`config.mk`:
```
export PLATFORM = sky130hd
export DESIGN_NAME = esu_uart
export DESIGN_NICKNAME = d
export VERILOG_FILES = /design/src/core/esu_pkg.sv /design/src/core/esu_baud.sv /design/src/core/esu_brk.sv /design/src/core/esu_uart.sv
export SDC_FILE = /design/constraint.sdc
export NUM_CORES = 1
export LEC_CHECK = 0
export ABC_CLOCK_PERIOD_IN_PS = 6400
export BUFFER_PORTS_ARGS = -buffer_cell sky130_fd_sc_hd__buf_2
export CORE_AREA = 4 4 91 158
export CTS_BUF_LIST = sky130_fd_sc_hd__clkbuf_8
export CTS_CLUSTER_SIZE = 20
export DETAILED_ROUTE_END_ITERATION = 10
export DIE_AREA = 0 0 95 162
export MAX_ROUTING_LAYER = met4
export PLACE_DENSITY = 0.76
export SYNTH_ARGS = -nofsm -noshare
export SYNTH_HDL_FRONTEND = slang
export SYNTH_SLANG_ARGS = --single-unit
```
`constraint.sdc`:
```
create_clock -name clk -period 6.4 [get_ports clk]
set_clock_uncertainty 0.05 [all_clocks]
set_input_delay 0.96 -clock clk [delete_from_list [all_inputs] [get_ports clk]]
set_output_delay 0.96 -clock clk [all_outputs]
set_load 0.005 [all_outputs]
```
`src/core/esu_pkg.sv`:
```
/*
  Shared constants, register map and state types of the enhanced serial port.
  Assumes a 32-bit APB slave with byte addresses in the low eight bits.
*/
`default_nettype none
package esu_pkg;
  // register byte offsets
  localparam logic [7:0] ADDR_BUF  = 8'h00;
  localparam logic [7:0] ADDR_CTRL = 8'h04;
  localparam logic [7:0] ADDR_STAT = 8'h08;
  localparam logic [7:0] ADDR_PWR  = 8'h0C;
  localparam logic [7:0] ADDR_DIVL = 8'h10;
  localparam logic [7:0] ADDR_DIVH = 8'h14;
  localparam logic [7:0] ADDR_SRC  = 8'h18;
  localparam logic [7:0] ADDR_RSTC = 8'h1C;
  // serial_control_reg fields
  localparam int CTL_MODE_HI = 7;
  localparam int CTL_MODE_LO = 6;
  localparam int CTL_REN     = 4;
  localparam int CTL_TB8     = 3;
  localparam int CTL_RB8     = 2;
  localparam int CTL_TI      = 1;
  localparam int CTL_RI      = 0;
  // serial_status_reg fields
  localparam int STA_DB      = 7;
  localparam int STA_BRKRST  = 6;
  localparam int STA_BRK     = 1;
  localparam int STA_FE      = 0;
  // power_control_reg fields
  localparam int PWR_DBL     = 7;
  localparam int PWR_FEV     = 6;
  // source select and reset cause fields
  localparam int SRC_BRG     = 0;
  localparam int RSTC_BRK    = 0;
  // bit timing
  localparam logic [3:0] TICK_MID  = 4'h7;
  localparam logic [3:0] TICK_LAST = 4'hF;
  localparam int         TICKS_PER_BIT = 16;
  localparam int         BRK_BITS  = 11;
  // frame lengths in bits
  localparam logic [3:0] M0_BITS   = 4'h8;
  localparam logic [3:0] M1_BITS   = 4'hA;
  localparam logic [3:0] M9_BITS   = 4'hB;
  localparam logic [3:0] NINTH_IDX = 4'h9;
  localparam logic [3:0] RX8_BITS  = 4'h9;
  localparam logic [3:0] RX9_BITS  = 4'hA;

  typedef enum logic [1:0] {
    MODE_SHIFT = 2'h0,
    MODE_8BIT  = 2'h1,
    MODE_9FIX  = 2'h2,
    MODE_9VAR  = 2'h3
  } esu_mode_t;

  typedef enum logic [1:0] {
    TX_IDLE  = 2'b01,
    TX_SHIFT = 2'b10
  } esu_tx_state_t;

  typedef enum logic [2:0] {
    RX_IDLE  = 3'b001,
    RX_START = 3'b010,
    RX_DATA  = 3'b100
  } esu_rx_state_t;

  function automatic logic esu_is_nine(input esu_mode_t m);
    return m[1];
  endfunction
endpackage
`default_nettype wire

```
`src/core/esu_baud.sv`:
```
/*
  Sixteen-times bit-rate tick for all serial modes.
  Assumes timerOvf is a one-cycle pulse from the external timer.
*/
`timescale 1ns/1ps
`default_nettype none
module esu_baud
  import esu_pkg::*;
#(
  parameter int DIV_W = 16
)(
  // clock and reset
  input  wire logic             clk,
  input  wire logic             nrst,
  // configuration
  input  wire esu_mode_t        mode,
  input  wire logic             useBrg,
  input  wire logic             doubler,
  input  wire logic [DIV_W-1:0] divisor,
  // timer overflow pulse
  input  wire logic             timerOvf,
  // tick out
  output logic                  tick16
);
  logic [DIV_W-1:0] brgCnt_r;
  logic             ovfHalf_r;
  logic             cpuHalf_r;

  wire brgTick   = (brgCnt_r == divisor);
  wire timerTick = timerOvf & (doubler | ovfHalf_r);
  wire varTick   = useBrg ? brgTick : timerTick;
  wire fixTick   = doubler | cpuHalf_r;

  // shift mode: one tick per cpu clock gives cpu/16 per bit
  assign tick16 = (mode == MODE_SHIFT) ? 1'b1 :
                  (mode == MODE_9FIX)  ? fixTick : varTick;

  always_ff @(posedge clk or negedge nrst)
  begin
    if (!nrst)
    begin
      brgCnt_r  <= '0;
      ovfHalf_r <= 1'b0;
      cpuHalf_r <= 1'b0;
    end
    else
    begin
      brgCnt_r  <= brgTick ? '0 : brgCnt_r + 1'b1;
      ovfHalf_r <= timerOvf ? ~ovfHalf_r : ovfHalf_r;
      cpuHalf_r <= ~cpuHalf_r;
    end
  end

  a_fix_half: assert property (@(posedge clk) disable iff (!nrst)
    (mode == MODE_9FIX && !doubler && tick16) |=> !tick16)
    else $error("fixed rate tick not halved");
  a_timer_half: assert property (@(posedge clk) disable iff (!nrst)
    (mode == MODE_8BIT && !useBrg && !doubler && timerOvf && tick16) |=>
      (!timerOvf || !tick16))
    else $error("timer overflow not halved");
endmodule // esu_baud
`default_nettype wire

```
`src/core/esu_brk.sv`:
```
/*
  Break detector: flags a receive line held low for eleven bit times.
  Assumes tick16 runs at sixteen times the bit rate in framed modes.
*/
`timescale 1ns/1ps
`default_nettype none
module esu_brk
  import esu_pkg::*;
#(
  parameter int BITS = BRK_BITS
)(
  // clock and reset
  input  wire logic clk,
  input  wire logic nrst,
  // line and timing
  input  wire logic tick16,
  input  wire logic rxdIn,
  // event
  output logic      breakSeen
);
  localparam logic [7:0] LIMIT = 8'(BITS * TICKS_PER_BIT - 1);
  logic [7:0] lowCnt_r;
  logic       armed_r;

  // one pulse per break, re-armed once the line goes high
  assign breakSeen = armed_r & tick16 & ~rxdIn & (lowCnt_r == LIMIT);

  always_ff @(posedge clk or negedge nrst)
  begin
    if (!nrst)
    begin
      lowCnt_r <= '0;
      armed_r  <= 1'b1;
    end
    else
    begin
      lowCnt_r <= rxdIn ? '0 : (tick16 && lowCnt_r != LIMIT) ? lowCnt_r + 8'h01 : lowCnt_r;
      armed_r  <= rxdIn ? 1'b1 : breakSeen ? 1'b0 : armed_r;
    end
  end

  a_brk_once: assert property (@(posedge clk) disable iff (!nrst)
    breakSeen |=> (!breakSeen) [*8])
    else $error("break flagged twice without line release");
endmodule // esu_brk
`default_nettype wire

```
`src/core/esu_uart.sv`:
```
/*
  Enhanced serial port: shift-register mode, 8-bit and 9-bit framed modes,
  transmit double buffer, framing error, break detect and break reset.
  Assumes an APB master on the register side and a remote serial node on the pins.
*/
// What this block does
// - shift mode: data on rxd pin, clock on txd, 8 bits LSB first, cpu/16
// - 8-bit mode frame: low start, 8 data LSB first, high stop
// - 8-bit mode reception stores the stop bit as received ninth bit
// - 9-bit fixed mode frame: start, 8 data, transmit ninth bit, stop
// - 9-bit modes store received ninth bit, stop bit discarded
// - 9-bit fixed mode runs at cpu/16 or cpu/32 by baud doubler
// - 9-bit variable mode equals fixed mode but uses timer or divisor rate
// - baud generator is a 16-bit divisor from two 8-bit registers
// - timer overflow source halved again when baud doubler is clear
// - framing error in status; control bit 7 shows it when view selected
// - break flagged when receive line low for 11 bit times in framed modes
// - break can request device reset into boot loader mode
// - double buffer takes next byte while shifting; one stop bit between
// - double buffer off: holding buffer still queues the next byte in framed modes; transmit flag set at end of frame
// - double buffer on in framed modes: transmit flag set when holding buffer frees
// - double buffer latches transmit ninth bit with the data byte
// - baud source: cpu constant, timer overflow or divisor generator
// - after break reset fetch starts at boot address
// - reset cause holds break reset flag, cleared by writing 0
`timescale 1ns/1ps
`default_nettype none
module esu_uart
  import esu_pkg::*;
(
  // clock and reset
  input  wire logic        clk,
  input  wire logic        nrst,
  // apb slave
  input  wire logic        psel,
  input  wire logic        penable,
  input  wire logic        pwrite,
  input  wire logic [7:0]  paddr,
  input  wire logic [31:0] pwdata,
  output logic [31:0]      prdata,
  output logic             pready,
  output logic             pslverr,
  // baud source
  input  wire logic        timerOvf,
  // serial pins
  output logic             txd,
  input  wire logic        rxdIn,
  output logic             rxdOut,
  output logic             rxdOe_n,
  // system
  output logic             devResetReq,
  output logic             bootAddrSel
);
  // software visible state
  esu_mode_t     mode_r;
  logic          ren_r, tb8_r, rb8_r, ti_r, ri_r;
  logic          dbEn_r, brkRstEn_r, brkFlag_r, fe_r;
  logic          dbl_r, fev_r, useBrg_r, rstBrk_r;
  logic [7:0]    divLo_r, divHi_r, rxBuf_r;
  logic [31:0]   prdata_r;
  logic          txd_r, rxdOut_r, rxdOe_n_r, devResetReq_r;
  // transmit engine
  esu_tx_state_t txState_r, txState_nxt;
  logic [10:0]   txShift_r, txShift_nxt;
  logic [3:0]    txCnt_r, txTick_r;
  logic [7:0]    hold_r;
  logic          hold9_r, holdFull_r, m0Rx_r;
  // receive engine
  esu_rx_state_t rxState_r, rxState_nxt;
  logic [9:0]    rxShift_r;
  logic [3:0]    rxTick_r, rxCnt_r;
  logic          tick16, brkSet;

  // apb decode, zero wait states
  wire wrEn   = psel & penable & pwrite;
  wire wrBuf  = wrEn & (paddr == ADDR_BUF);
  wire wrCtl  = wrEn & (paddr == ADDR_CTRL);
  wire wrSta  = wrEn & (paddr == ADDR_STAT);
  wire wrPwr  = wrEn & (paddr == ADDR_PWR);
  wire wrDivL = wrEn & (paddr == ADDR_DIVL);
  wire wrDivH = wrEn & (paddr == ADDR_DIVH);
  wire wrSrc  = wrEn & (paddr == ADDR_SRC);
  wire wrRstc = wrEn & (paddr == ADDR_RSTC);
  wire hit    = (paddr[7:5] == 3'h0) & (paddr[1:0] == 2'h0);
  assign pready  = 1'b1;
  assign pslverr = psel & penable & ~hit;
  assign prdata  = prdata_r;

  wire isShift = (mode_r == MODE_SHIFT);
  wire isNine  = esu_is_nine(mode_r);

  wire [7:0] ctlRd = {fev_r ? fe_r : mode_r[1], mode_r[0], 1'b0, ren_r,
                      tb8_r, rb8_r, ti_r, ri_r};
  wire [7:0] staRd = {dbEn_r, brkRstEn_r, 4'h0, brkFlag_r, fe_r};
  wire [7:0] rdMux = (paddr == ADDR_BUF)  ? rxBuf_r :
                     (paddr == ADDR_CTRL) ? ctlRd :
                     (paddr == ADDR_STAT) ? staRd :
                     (paddr == ADDR_PWR)  ? {dbl_r, fev_r, 6'h00} :
                     (paddr == ADDR_DIVL) ? divLo_r :
                     (paddr == ADDR_DIVH) ? divHi_r :
                     (paddr == ADDR_SRC)  ? {7'h00, useBrg_r} :
                     (paddr == ADDR_RSTC) ? {7'h00, rstBrk_r} : 8'h00;

  esu_baud #(.DIV_W(16)) u_baud (
    .clk      (clk),
    .nrst     (nrst),
    .mode     (mode_r),
    .useBrg   (useBrg_r),
    .doubler  (dbl_r),
    .divisor  ({divHi_r, divLo_r}),
    .timerOvf (timerOvf),
    .tick16   (tick16)
  );

  esu_brk #(.BITS(BRK_BITS)) u_brk (
    .clk       (clk),
    .nrst      (nrst),
    .tick16    (tick16 & ~isShift),
    .rxdIn     (rxdIn),
    .breakSeen (brkSet)
  );
  wire brkRst = brkSet & brkRstEn_r;

  // transmit path
  wire       txIdle    = (txState_r == TX_IDLE);
  wire [3:0] frameBits = isShift ? M0_BITS : isNine ? M9_BITS : M1_BITS;
  wire       bitEnd    = ~txIdle & tick16 & (txTick_r == TICK_LAST);
  wire       lastBit   = bitEnd & (txCnt_r == 4'(frameBits - 4'h1));
  // back-to-back load at end of stop bit keeps a single stop bit
  wire txLoad  = holdFull_r & (txIdle | (lastBit & ~isShift));
  wire m0Start = txIdle & isShift & ren_r & ~ri_r & ~holdFull_r;
  wire [10:0] frameWord = isShift ? {3'h0, hold_r} :
                          isNine  ? {1'b1, hold9_r, hold_r, 1'b0} :
                                    {2'b11, hold_r, 1'b0};
  wire [10:0] m0Word = {3'h0, rxdIn, txShift_r[7:1]};
  wire tiSet = (dbEn_r & ~isShift) ? txLoad :
                                     (lastBit & ~m0Rx_r);
  // single buffer takes the live ninth bit, double buffer the latched one
  wire txBit = (isNine & ~dbEn_r & (txCnt_r == NINTH_IDX)) ? tb8_r
                                                           : txShift_r[0];
  wire lineTx = txIdle ? 1'b1 : isShift ? txTick_r[3] : txBit;

  assign txState_nxt = (txLoad | m0Start) ? TX_SHIFT : lastBit ? TX_IDLE : txState_r;
  assign txShift_nxt = txLoad  ? frameWord :
                       m0Start ? 11'h000 :
                       bitEnd  ? (m0Rx_r ? m0Word : {1'b1, txShift_r[10:1]}) : txShift_r;

  // receive path
  wire       rxMid   = tick16 & (rxTick_r == TICK_MID);
  wire [3:0] rxBits  = isNine ? RX9_BITS : RX8_BITS;
  wire [9:0] rxFull  = {rxdIn, rxShift_r[9:1]};
  wire       rxDone  = (rxState_r == RX_DATA) & rxMid & (rxCnt_r == 4'(rxBits - 4'h1));
  wire       m0Done  = lastBit & m0Rx_r;
  wire [7:0] rxData  = isNine ? rxFull[7:0] : rxFull[8:1];
  wire       rxNinth = isNine ? rxFull[8] : rxFull[9];
  wire       riSet   = rxDone | m0Done;
  wire       feSet   = rxDone & ~rxFull[9];

  always_comb
  begin
    rxState_nxt = rxState_r;
    unique case (rxState_r)
      RX_IDLE:
        if (~isShift & ren_r & ~rxdIn & tick16)
          rxState_nxt = RX_START;
      RX_START:
        if (rxMid)
          rxState_nxt = rxdIn ? RX_IDLE : RX_DATA;
      RX_DATA:
        if (rxDone)
          rxState_nxt = RX_IDLE;
      default:
        rxState_nxt = RX_IDLE;
    endcase
  end

  // flag updates: hardware set wins over a software write
  wire ti_nxt  = tiSet | (wrCtl ? pwdata[CTL_TI] : ti_r);
  wire ri_nxt  = riSet | (wrCtl ? pwdata[CTL_RI] : ri_r);
  wire rb8_nxt = rxDone ? rxNinth : wrCtl ? pwdata[CTL_RB8] : rb8_r;
  wire fe_nxt  = feSet | ((wrCtl & fev_r) ? pwdata[CTL_MODE_HI] :
                          wrSta ? pwdata[STA_FE] : fe_r);
  wire brk_nxt = brkSet | (wrSta ? pwdata[STA_BRK] : brkFlag_r);
  wire rstBrk_nxt = brkRst | ((wrRstc & ~pwdata[RSTC_BRK]) ? 1'b0 : rstBrk_r);

  always_ff @(posedge clk or negedge nrst)
  begin
    if (!nrst)
    begin
      mode_r <= MODE_SHIFT;
      {ren_r, tb8_r, rb8_r, ti_r, ri_r} <= 5'h00;
      {dbEn_r, brkRstEn_r, brkFlag_r, fe_r} <= 4'h0;
      {dbl_r, fev_r, useBrg_r, rstBrk_r} <= 4'h0;
      {divLo_r, divHi_r, rxBuf_r} <= 24'h000000;
    end
    else
    begin
      if (wrCtl & ~fev_r)
        mode_r <= esu_mode_t'(pwdata[CTL_MODE_HI:CTL_MODE_LO]);
      if (wrCtl & fev_r)
        mode_r <= esu_mode_t'({mode_r[1], pwdata[CTL_MODE_LO]});
      if (wrCtl)
        {ren_r, tb8_r} <= {pwdata[CTL_REN], pwdata[CTL_TB8]};
      {rb8_r, ti_r, ri_r, fe_r, brkFlag_r, rstBrk_r} <=
        {rb8_nxt, ti_nxt, ri_nxt, fe_nxt, brk_nxt, rstBrk_nxt};
      if (wrSta)
        {dbEn_r, brkRstEn_r} <= {pwdata[STA_DB], pwdata[STA_BRKRST]};
      if (wrPwr)
        {dbl_r, fev_r} <= {pwdata[PWR_DBL], pwdata[PWR_FEV]};
      if (wrDivL)
        divLo_r <= pwdata[7:0];
      if (wrDivH)
        divHi_r <= pwdata[7:0];
      if (wrSrc)
        useBrg_r <= pwdata[SRC_BRG];
      if (rxDone)
        rxBuf_r <= rxData;
      else if (m0Done)
        rxBuf_r <= m0Word[7:0];
    end
  end

  always_ff @(posedge clk or negedge nrst)
  begin
    if (!nrst)
    begin
      txState_r  <= TX_IDLE;
      txShift_r  <= 11'h7FF;
      {txCnt_r, txTick_r} <= 8'h00;
      {hold_r, hold9_r, holdFull_r, m0Rx_r} <= 11'h000;
    end
    else
    begin
      txState_r  <= txState_nxt;
      txShift_r  <= txShift_nxt;
      txCnt_r    <= (txLoad | m0Start) ? 4'h0 : bitEnd ? txCnt_r + 4'h1 : txCnt_r;
      txTick_r   <= (txLoad | m0Start) ? 4'h0 : (~txIdle & tick16) ? txTick_r + 4'h1 : txTick_r;
      holdFull_r <= wrBuf | (holdFull_r & ~txLoad);
      m0Rx_r     <= m0Start | (m0Rx_r & ~lastBit & ~txLoad);
      if (wrBuf)
        {hold_r, hold9_r} <= {pwdata[7:0], tb8_r};
    end
  end

  always_ff @(posedge clk or negedge nrst)
  begin
    if (!nrst)
    begin
      rxState_r <= RX_IDLE;
      rxShift_r <= 10'h000;
      {rxTick_r, rxCnt_r} <= 8'h00;
    end
    else
    begin
      rxState_r <= rxState_nxt;
      rxTick_r  <= (rxState_r == RX_IDLE) ? 4'h0 : tick16 ? rxTick_r + 4'h1 : rxTick_r;
      rxCnt_r   <= (rxState_r != RX_DATA) ? 4'h0 : rxMid ? rxCnt_r + 4'h1 : rxCnt_r;
      if ((rxState_r == RX_DATA) & rxMid)
        rxShift_r <= rxFull;
    end
  end

  // registered pins and bus read data
  always_ff @(posedge clk or negedge nrst)
  begin
    if (!nrst)
    begin
      {txd_r, rxdOut_r, rxdOe_n_r} <= 3'b111;
      devResetReq_r <= 1'b0;
      prdata_r      <= 32'h00000000;
    end
    else
    begin
      txd_r         <= lineTx;
      rxdOut_r      <= txShift_r[0];
      rxdOe_n_r     <= ~(~txIdle & isShift & ~m0Rx_r);
      devResetReq_r <= brkRst;
      if (psel & ~penable)
        prdata_r <= {24'h000000, rdMux};
    end
  end

  assign txd         = txd_r;
  assign rxdOut      = rxdOut_r;
  assign rxdOe_n     = rxdOe_n_r;
  assign devResetReq = devResetReq_r;
  assign bootAddrSel = rstBrk_r;

  a_shift_clock: assert property (@(posedge clk) disable iff (!nrst)
    (!txIdle && isShift && !txTick_r[3]) |=> !txd)
    else $error("shift clock not low in first half of bit");
  a_start_low: assert property (@(posedge clk) disable iff (!nrst)
    (txLoad && !isShift) |-> ##2 !txd)
    else $error("start bit not low");
  a_rb8_stop: assert property (@(posedge clk) disable iff (!nrst)
    (rxDone && mode_r == MODE_8BIT) |=> rb8_r == $past(rxdIn))
    else $error("stop bit not stored");
  a_rb8_ninth: assert property (@(posedge clk) disable iff (!nrst)
    (rxDone && isNine) |=> rb8_r == $past(rxShift_r[9]))
    else $error("ninth bit not stored");
  a_brk_reset: assert property (@(posedge clk) disable iff (!nrst)
    (brkSet && brkRstEn_r) |=> (devResetReq && bootAddrSel) ##1 !devResetReq)
    else $error("break reset not one pulse");
  a_ti_early: assert property (@(posedge clk) disable iff (!nrst)
    (txLoad && dbEn_r && !isShift) |=> ti_r)
    else $error("transmit flag not set on buffer free");
  a_ti_single: assert property (@(posedge clk) disable iff (!nrst)
    (!dbEn_r && !ti_r && txLoad && !wrCtl) |=> !ti_r)
    else $error("single buffer flag set at load");
  a_hold_ninth: assert property (@(posedge clk) disable iff (!nrst)
    wrBuf |=> hold9_r == $past(tb8_r))
    else $error("ninth bit not latched with data");
  a_fe_view: assert property (@(posedge clk) disable iff (!nrst)
    (psel && !penable && paddr == ADDR_CTRL && fev_r) |=> prdata[7] == $past(fe_r))
    else $error("control bit 7 not showing framing error");
  a_rst_cause: assert property (@(posedge clk) disable iff (!nrst)
    (wrRstc && !pwdata[RSTC_BRK] && !brkRst) |=> !rstBrk_r)
    else $error("reset cause flag not cleared");
endmodule // esu_uart
`default_nettype wire

```
# Yosys cells after proc, flatten, opt, wreduce, memory -nomap -nowiden
# Index checks and enable logic that the tools add are counted.
[word_totals] register_bits=131 inputBits=47 output_inout_bits=39 elab_cells=226
[classes] n_addsub=8 eq_ne=24 mux=59 bitwise=77 n_reduce_logical=18
[ops] cell="$mux W8" count=11
[ops] cell="$mux W11" count=5
[ops] cell="$and A1 B1 Y1" count=48
[ops] cell="$eq A8 B5 Y1 const B" count=4
[ops] cell="$mux W4" count=8
[ops] cell="$mux W1" count=24
[ops] cell="$reduce_bool A2 Y1" count=10
[ops] cell="$not A1 Y1" count=17
[ops] cell="$add A16 B1 Y16 const B" count=1
[ops] cell="$add A4 B1 Y4 const B" count=4
[ops] cell="$eq A16 B16 Y1" count=1
[ops] cell="$eq A8 B4 Y1 const B" count=2
[ops] cell="$mux W16" count=1
[ops] cell="$mux W3" count=4
[ops] cell="$or A1 B1 Y1" count=12
[ops] cell="$mux W10" count=1
[ops] cell="$pmux W3 S3" count=1
[ops] cell="$add A8 B1 Y8 const B" count=1
[ops] cell="$eq A4 B4 Y1" count=2
[ops] cell="$eq A4 B4 Y1 const B" count=2
[ops] cell="$eq A8 B3 Y1 const B" count=1
[ops] cell="$eq A8 B8 Y1 const B" count=1
[ops] cell="$logic_not A8 Y1" count=1
[ops] cell="$mux W2" count=4
[ops] cell="other kinds (16)" count=20

# Logic depth before layout (Yosys ltp)
# Gate-level depths: netlist of the first run.
[logic_depth] ltp_word=14 depth_mapped=9 depth_no_buf=7

# Modules after synthesis
# A second synthesis of the first run with hierarchy kept.
[unflattened] cells_unflattened=659 hier_area_um2=6949.2
[modules_own_cells] module="esu_uart" n_inst=1 cells_each=505 area_per_inst_um2=5424.0
[modules_own_cells] module="esu_baud" n_inst=1 cells_each=107 area_per_inst_um2=1049.8
[modules_own_cells] module="esu_brk" n_inst=1 cells_each=47 area_per_inst_um2=475.5

# Least setup slack after synthesis of the first run
# OpenSTA, ideal clock, no wires.
[synth_timing] kind="input port to output port" startpoint="input port paddr[0]" endpoint="output port pslverr" arrival_ps=1982 t_required_ps=5390 setup_slack_ps=3408 stages=3 path_buffers=0 path_cell_list="or4_4 or2_4 and3_1"
[synth_via] elab_chain_cells=4
[synth_rtl] item="start, declared" line="esu_uart.sv:38" source="input wire logic [7:0] paddr,"
[synth_rtl] item="$logic_not A2 Y1" line="esu_uart.sv:84" source="wire hit = (paddr[7:5] == 3'h0) & (paddr[1:0] == 2'h0);"
[synth_rtl] item="$and A1 B1 Y1" line="esu_uart.sv:84"
[synth_rtl] item="$not A1 Y1" line="esu_uart.sv:86" source="assign pslverr = psel & penable & ~hit;"
[synth_rtl] item="$and A1 B1 Y1" line="esu_uart.sv:86"
[synth_rtl] item="end, declared" line="esu_uart.sv:42" source="output logic pslverr,"
# Every way passes these cells.

# Worst setup path in the final report of the first run
[layout_timing] startpoint="register mode_r[1]" endpoint="register ti_r"
[layout_via] elab_chain_cells=11
[layout_rtl] item="start, declared" line="esu_uart.sv:55" source="esu_mode_t mode_r;"
[layout_rtl] item="start signal, assigned" line="esu_uart.sv:199" source="mode_r <= esu_mode_t'(pwdata[CTL_MODE_HI:CTL_MODE_LO]);"
[layout_rtl] item="start signal, assigned" line="esu_uart.sv:201" source="mode_r <= esu_mode_t'({mode_r[1], pwdata[CTL_MODE_LO]});"
[layout_rtl] item="parallel branches: the longest is 9 deep, another holds $sub A4 B1 Y4"
[layout_rtl] item="$mux W1 (*)" line="esu_uart.sv:136" source="wire tiSet = (dbEn_r & ~isShift) ? txLoad :"
[layout_rtl] item="$or A1 B1 Y1 (*)" line="esu_uart.sv:178" source="wire ti_nxt = tiSet | (wrCtl ? pwdata[CTL_TI] : ti_r);"
[layout_rtl] item="via ti_nxt" line="esu_uart.sv:178"
[layout_rtl] item="end signal, assigned" line="esu_uart.sv:204" source="{rb8_r, ti_r, ri_r, fe_r, brkFlag_r, rstBrk_r} <="
[layout_rtl] item="end, declared" line="esu_uart.sv:56" source="logic ren_r, tb8_r, rb8_r, ti_r, ri_r;"
# Mark *: on every way through the listed nets, which the timed path passes.
# A chain may end at the register's enable or synchronous reset.

==> results.cfg, run 1 <==
[grt]
globalRoute.totalOverflow = 0
grt_usage_pct = 25.0
grt_pass1_vias = 5743
grt_max_degree = 73
antenna_found_initial = 0
grt_pass1_wl_um = 28800

[logic_synthesis]
synth_compound_area_share_pct = 11.7
synth_area_leaders = dfrtp_1, dfstp_2, mux2i_1
synthSimpleGateAreaFrac_pct = 18.2
ys.flop_type = dfrtp_1
yosysMostFrequentCell = dfrtp_1
yosysWarnings = 0
synth_xor_area_share_pct = 4.12
muxShareOfSynthArea_pct = 13.5
synth.yosys.seq_area_share_pct = 45.3
synthArstFlopShare_pct = 100
yosysTopAreaCell = dfrtp_1
synth_commonest_cells = dfrtp_1, nand2_1, mux2i_1
synth-edff-count = 0
synth_top_family_by_area = simple AND/OR/NAND/NOR gates
synthDistinctLibCells = 73
synth_cells = 710
synth_area_sq_um = 7230
yosys_register_bits = 130
yosysTopAreaCellShare_pct = 39.1
synthAdderAreaFrac_pct = 1.21
syn_avg_cell_area_sq_um = 10.2

[timing]
relSlewSlack_pct = 29.8
fin_crit_sh_pct = 57.0
fmax_ghz = 0.274
final_hold_viol_count = 0
period_minus_slack_ns = 3.65
setup_violations = 0
slew_violations = 0
tns_ns = 0
rsz0062_at_grt = false
setup_slack_ns = 2.75
tightest_slew_ns = 1.05

[clocking]
cts_tree = done
clk_pin_slew_worst_paths_ns = 0.08
ctsRootBufferMaster = clkbuf_8
clk_latency_ns = 0.46
htree_levels = 4
cts_buffers = 17
ctsHoldBuffers = 0
clk_path_buf_depth = 2
post_cts_buffers = 0
ctsResizeCount = 0
clock_sinks = 130

[power]
switching_share_pct = 31.5
power.density_nw_per_um2 = 257
switchingPower_uw = 634
p_clk_share_pct = 36.7
vdd_ir_drop_max_mv = 0.206
power_frac_comb_pct = 16.0
intPower_uw = 1380
leakagePower_uw = 0.00355
seq_power_share_pct = 47.3

[job]
max_cap_violations = 0

[setup_path]
crit_arrival_ns = 3.89
path_class = register to register
worstPathRequired_ns = 6.64
worst_setup_path_start_kind = register
reg2reg_setup_slack_ns = 2.75
end_kind = register
rr_worst_depth = 5
reg2reg_to = ti_r
crit_fanout = 21
reg2reg_from = mode_r[1]

[placement]
dp_cells = 889
routabilityCongestion = 0.939
port_buffers = 36
dp_slack_ns = 2.96
place_area_sq_um = 7410
dp_hpwl_um = 12900

[cells_and_area]
fillers = 1171
final_area_sq_um = 7820
nets = 788
instances_no_fill = 921
area_delta_synth_final_pct = 8.20
fin_util_pct = 59.4
diodes = 0
drive_above_1_share_pct = 20.6

[detailed_routing]
met2_length_um = 9410
dr.pass1.iters = 5
routed_wl_um = 17400
wire_per_inst_um = 18.9
ant_nets = 0
routed_via_density = 6.03
via_count = 5557
drc = 0
top_layer_used = met4
m1WireLength_um = 6410
wl_met3_um = 728
drtIter0Drc = 319

[floorplan]
dieHeight_um = 162
start_util_pct = 54.9
die-area_sq_um = 15400
die_w_um = 95
io_pins = 86
row_count = 56
core_sq_um = 13200

[hold_path]
hold_end = rxdOut
hold_class = register to register
min_from = txShift_r[0]
hold_depth = 0

[outcome]
status = complete, no violations
[cell type report]
cell class              instances  area (sq um)  area share, %
multi-input cells             523          3620           46.3
flip-flops and latches        130          3270           41.9
clock buffers                  18           248           3.17
well taps                     174           218           2.78
repair buffers                 40           213           2.72
clock inverters                14           168           2.14
inverters                      22          82.6           1.06
[through the flow]
| step | hold slack [ns] | power (uW) |
|---|---|---|
| floorplan | 0.311 | 1180 |
| global placement | 0.320 | 1270 |
| detailed placement | 0.322 | 1290 |
| CTS | 0.327 | 2020 |
| global route | 0.337 | 2110 |
| finish | 0.331 | 2010 |
[layer usage]
| layer | GRT usage (%) | vias to the layer above |
|---|---|---|
| met3 | 5.56 | 60 |
| met2 | 41.9 | 181 |
| met1 | 27.1 | 2751 |
| li1 | - | 2565 |
| met5 | - | - |
| met4 | 13.5 | 0 |
[power groups by stage]
stage / clock network, uW / logic, uW / registers, uW
after floorplan: 0 / 229 / 950
after global placement: 0 / 309 / 961
after detailed placement: 0 / 322 / 965
after CTS: 748 / 324 / 950
after global routing: 789 / 363 / 960
final: 737 / 322 / 950
[cells by family (layout without fill, tap and decap cells)]
group           after synthesis  after routing
compound gates              129            129
xor+xnor                     34             34
fa+ha+maj                     7              7
buf+inv                      80             94
flops                       130            130
mux                          88             88
other cells                   2             25
simple gates                240            240
[worst max path at each step]
stage               startpoint      end  slack, ns  cells after the start
finish               mode_r[1]     ti_r       2.75                      5
global route         mode_r[1]     ti_r       2.59                      5
CTS                  mode_r[1]     ti_r       2.88                      5
detailed placement   mode_r[1]     ti_r       2.96                      5
global placement      timerOvf     ti_r       2.99                      7
floorplan             paddr[0]  pslverr       3.41                      3
[critical path, stage by stage, from the launching register on]
cell and delay, ns:
dfrtp_1 0.74, nor2_1 0.97, a21o_1 0.42, a21o_1 0.47
nand3_1 0.29, o311ai_0 0.54
[flip-flops by register name (all words and copies together), names as in the netlist, 8 cells and up]
register,cells
hold_r,8
prdata,8
rxShift_r,9
u_baud.brgCnt_r,16
divLo_r,8
divHi_r,8
rxBuf_r,8
u_brk.lowCnt_r,8
txShift_r,11
[layout by cell type (no fill, tap or decap), drive strengths merged, types with 31 or more instances in the layout]
cell type,netlist,layout
a21oi,36,36
o21ai,33,33
nand3,32,32
nand2,65,65
nor2,46,46
dfrtp,113,113
mux2,44,44
inv,22,31
mux2i,44,44
buf,39,40
No activity file was read; power rests on OpenSTA's default activity.
==> run 2, diff against run 1 <==
- ABC_CLOCK_PERIOD_IN_PS: 6400 -> 3450
- clock period: 6.4 -> 3.45 ns (I/O delays scaled with it)
==> results.cfg, run 2 (synthesis gave the netlist of run 1 again) <==
[outcome]
status = complete, no violations

[timing]
setup_violations = 0
slew_violations = 0
tns_ns = 0
fin_crit_sh_pct = 83.5
rsz0062_at_grt = false
final_hold_viol_count = 0
tightest_slew_ns = 0.790
relSlewSlack_pct = 46.9
period_minus_slack_ns = 2.88
fmax_ghz = 0.347

[floorplan]
die-area_sq_um = 15400
die_w_um = 95
io_pins = 86
row_count = 56
start_util_pct = 54.9
dieHeight_um = 162
core_sq_um = 13200

[detailed_routing]
drc = 0
wire_per_inst_um = 19.3
ant_nets = 0
routed_via_density = 6.02
drtIter0Drc = 331
via_count = 5585
dr.pass1.iters = 5
routed_wl_um = 17900

[power]
power_frac_comb_pct = 16.7
p_clk_share_pct = 35.8
vdd_ir_drop_max_mv = 0.297
switching_share_pct = 31.4
power.density_nw_per_um2 = 472
switchingPower_uw = 1170
leakagePower_uw = 0.00357
seq_power_share_pct = 47.5
intPower_uw = 2550

[setup_path]
path_cells = xnor2_1, nand4_1, nor4_4, a21o_1, nand3_1, o311ai_0
crit_fanout = 13
crit_arrival_ns = 3.14
worst-path-buf-inv = 0
worst_setup_path_start_kind = register
worstPathRequired_ns = 3.71
path_delay_family = simple AND/OR/NAND/NOR gates
critPathMaxStageDelay_ns = 0.52
crit_slowest_cell = nor4_4
path_class = register to register
end_kind = register

[grt]
grt_pass1_vias = 5764
antenna_found_initial = 0
globalRoute.totalOverflow = 0
grt_max_degree = 96
grt_pass1_wl_um = 29000
grt_usage_pct = 25.2

[cells_and_area]
instances_no_fill = 928
diodes = 0
nets = 795
reg_top3 = u_baud.brgCnt_r x16, txShift_r x11, rxShift_r x9
layout_commonest_cell = dfrtp_1
drive_above_1_share_pct = 21.2
top_register = u_baud.brgCnt_r
largest_reg_flops = 16
final_area_sq_um = 7880
mostFrequentLayoutCells = dfrtp_1, nand2_1, mux2i_1, nor2_1, buf_2
area_delta_synth_final_pct = 8.97

[clocking]
htree_levels = 4
clock_sinks = 130
ctsRootBufferMaster = clkbuf_8
cts_buffers = 17
clk_path_buf_depth = 2
clk_pin_slew_worst_paths_ns = 0.08
post_cts_buffers = 0
clk_latency_ns = 0.46
cts_tree = done

[job]
max_cap_violations = 0

[hold_path]
hold_class = input pin to register

[placement]
routabilityCongestion = 0.968
place_area_sq_um = 7460
port_buffers = 36
dp_hpwl_um = 13200
dp_cells = 895
## run 2: cell types whose count changed in the layout (fill, tap and decap cells not counted), sizes merged
cell         change
inv              -5
buf              +6
clkinv           +2
clkinvlp         +3
dlygate4sd3      +1
## run 2: power groups by stage
| stage | logic [uW] | registers (uW) | clock network [uW] |
|---|---|---|---|
| 6_report | 621 | 1770 | 1330 |
| 5_1_grt | 691 | 1780 | 1400 |
| 4_1_cts | 620 | 1770 | 1340 |
| 3_5_place_dp | 618 | 1790 | 0 |
| 3_3_place_gp | 590 | 1790 | 0 |
| 2_1_floorplan | 425 | 1760 | 0 |
## run 2: routing by layer
| metal | track usage, % | vias to the layer above | wire length (um) |
|---|---|---|---|
| li1 | - | 2572 | - |
| met1 | 26.7 | 2760 | 6580 |
| met2 | 44.3 | 198 | 9690 |
| met3 | 4.03 | 55 | 751 |
| met4 | 12.8 | 0 | 863 |
| met5 | - | - | 0 |
## run 2: layout make-up
| cell class | instances | area [sq um] |
|---|---|---|
| repair buffers | 47 | 280 |
| fillers | 1117 | 5300 |
| well taps | 174 | 218 |
| inverters | 22 | 82.6 |
| clock buffers | 18 | 248 |
| flip-flops and latches | 130 | 3270 |
| clock inverters | 14 | 155 |
| multi-input cells | 523 | 3620 |
## run 2: stage by stage
| step | total power (uW) | util (%) | setup WS [ns] | hold WS (ns) |
|---|---|---|---|---|
| 2_1_floorplan | 2190 | - | 1.00 | 0.172 |
| 3_3_place_gp | 2380 | 56.7 | 0.625 | 0.320 |
| 3_5_place_dp | 2410 | 56.7 | 0.594 | 0.324 |
| 4_1_cts | 3730 | 59.8 | 0.572 | 0.218 |
| 5_1_grt | 3880 | 59.8 | 0.414 | 0.233 |
| 6_report | 3720 | 59.8 | 0.569 | 0.235 |
## run 2: final timing paths
kind                                         start               end  slack [ns]  cells after the start
worst max register to register  u_baud.brgCnt_r[3]              ti_r        0.57                      6
max in group asynchronous                     nrst      txShift_r[5]        1.93                      3
min in group asynchronous                     nrst       rxTick_r[0]        0.51                      2
worst max-delay path            u_baud.brgCnt_r[3]              ti_r        0.57                      6
worst min-delay path                      timerOvf  u_baud.ovfHalf_r        0.24                      2
worst min register to register        txShift_r[0]            rxdOut        0.34                      0
## run 2: timing repair
action | 4_1_cts | 5_1_grt
hold buffers | 1 | 0
gates resized for setup | 0 | 0
endpoints found under the setup margin | 0 | 0
endpoints found under the hold margin | 28 | 0
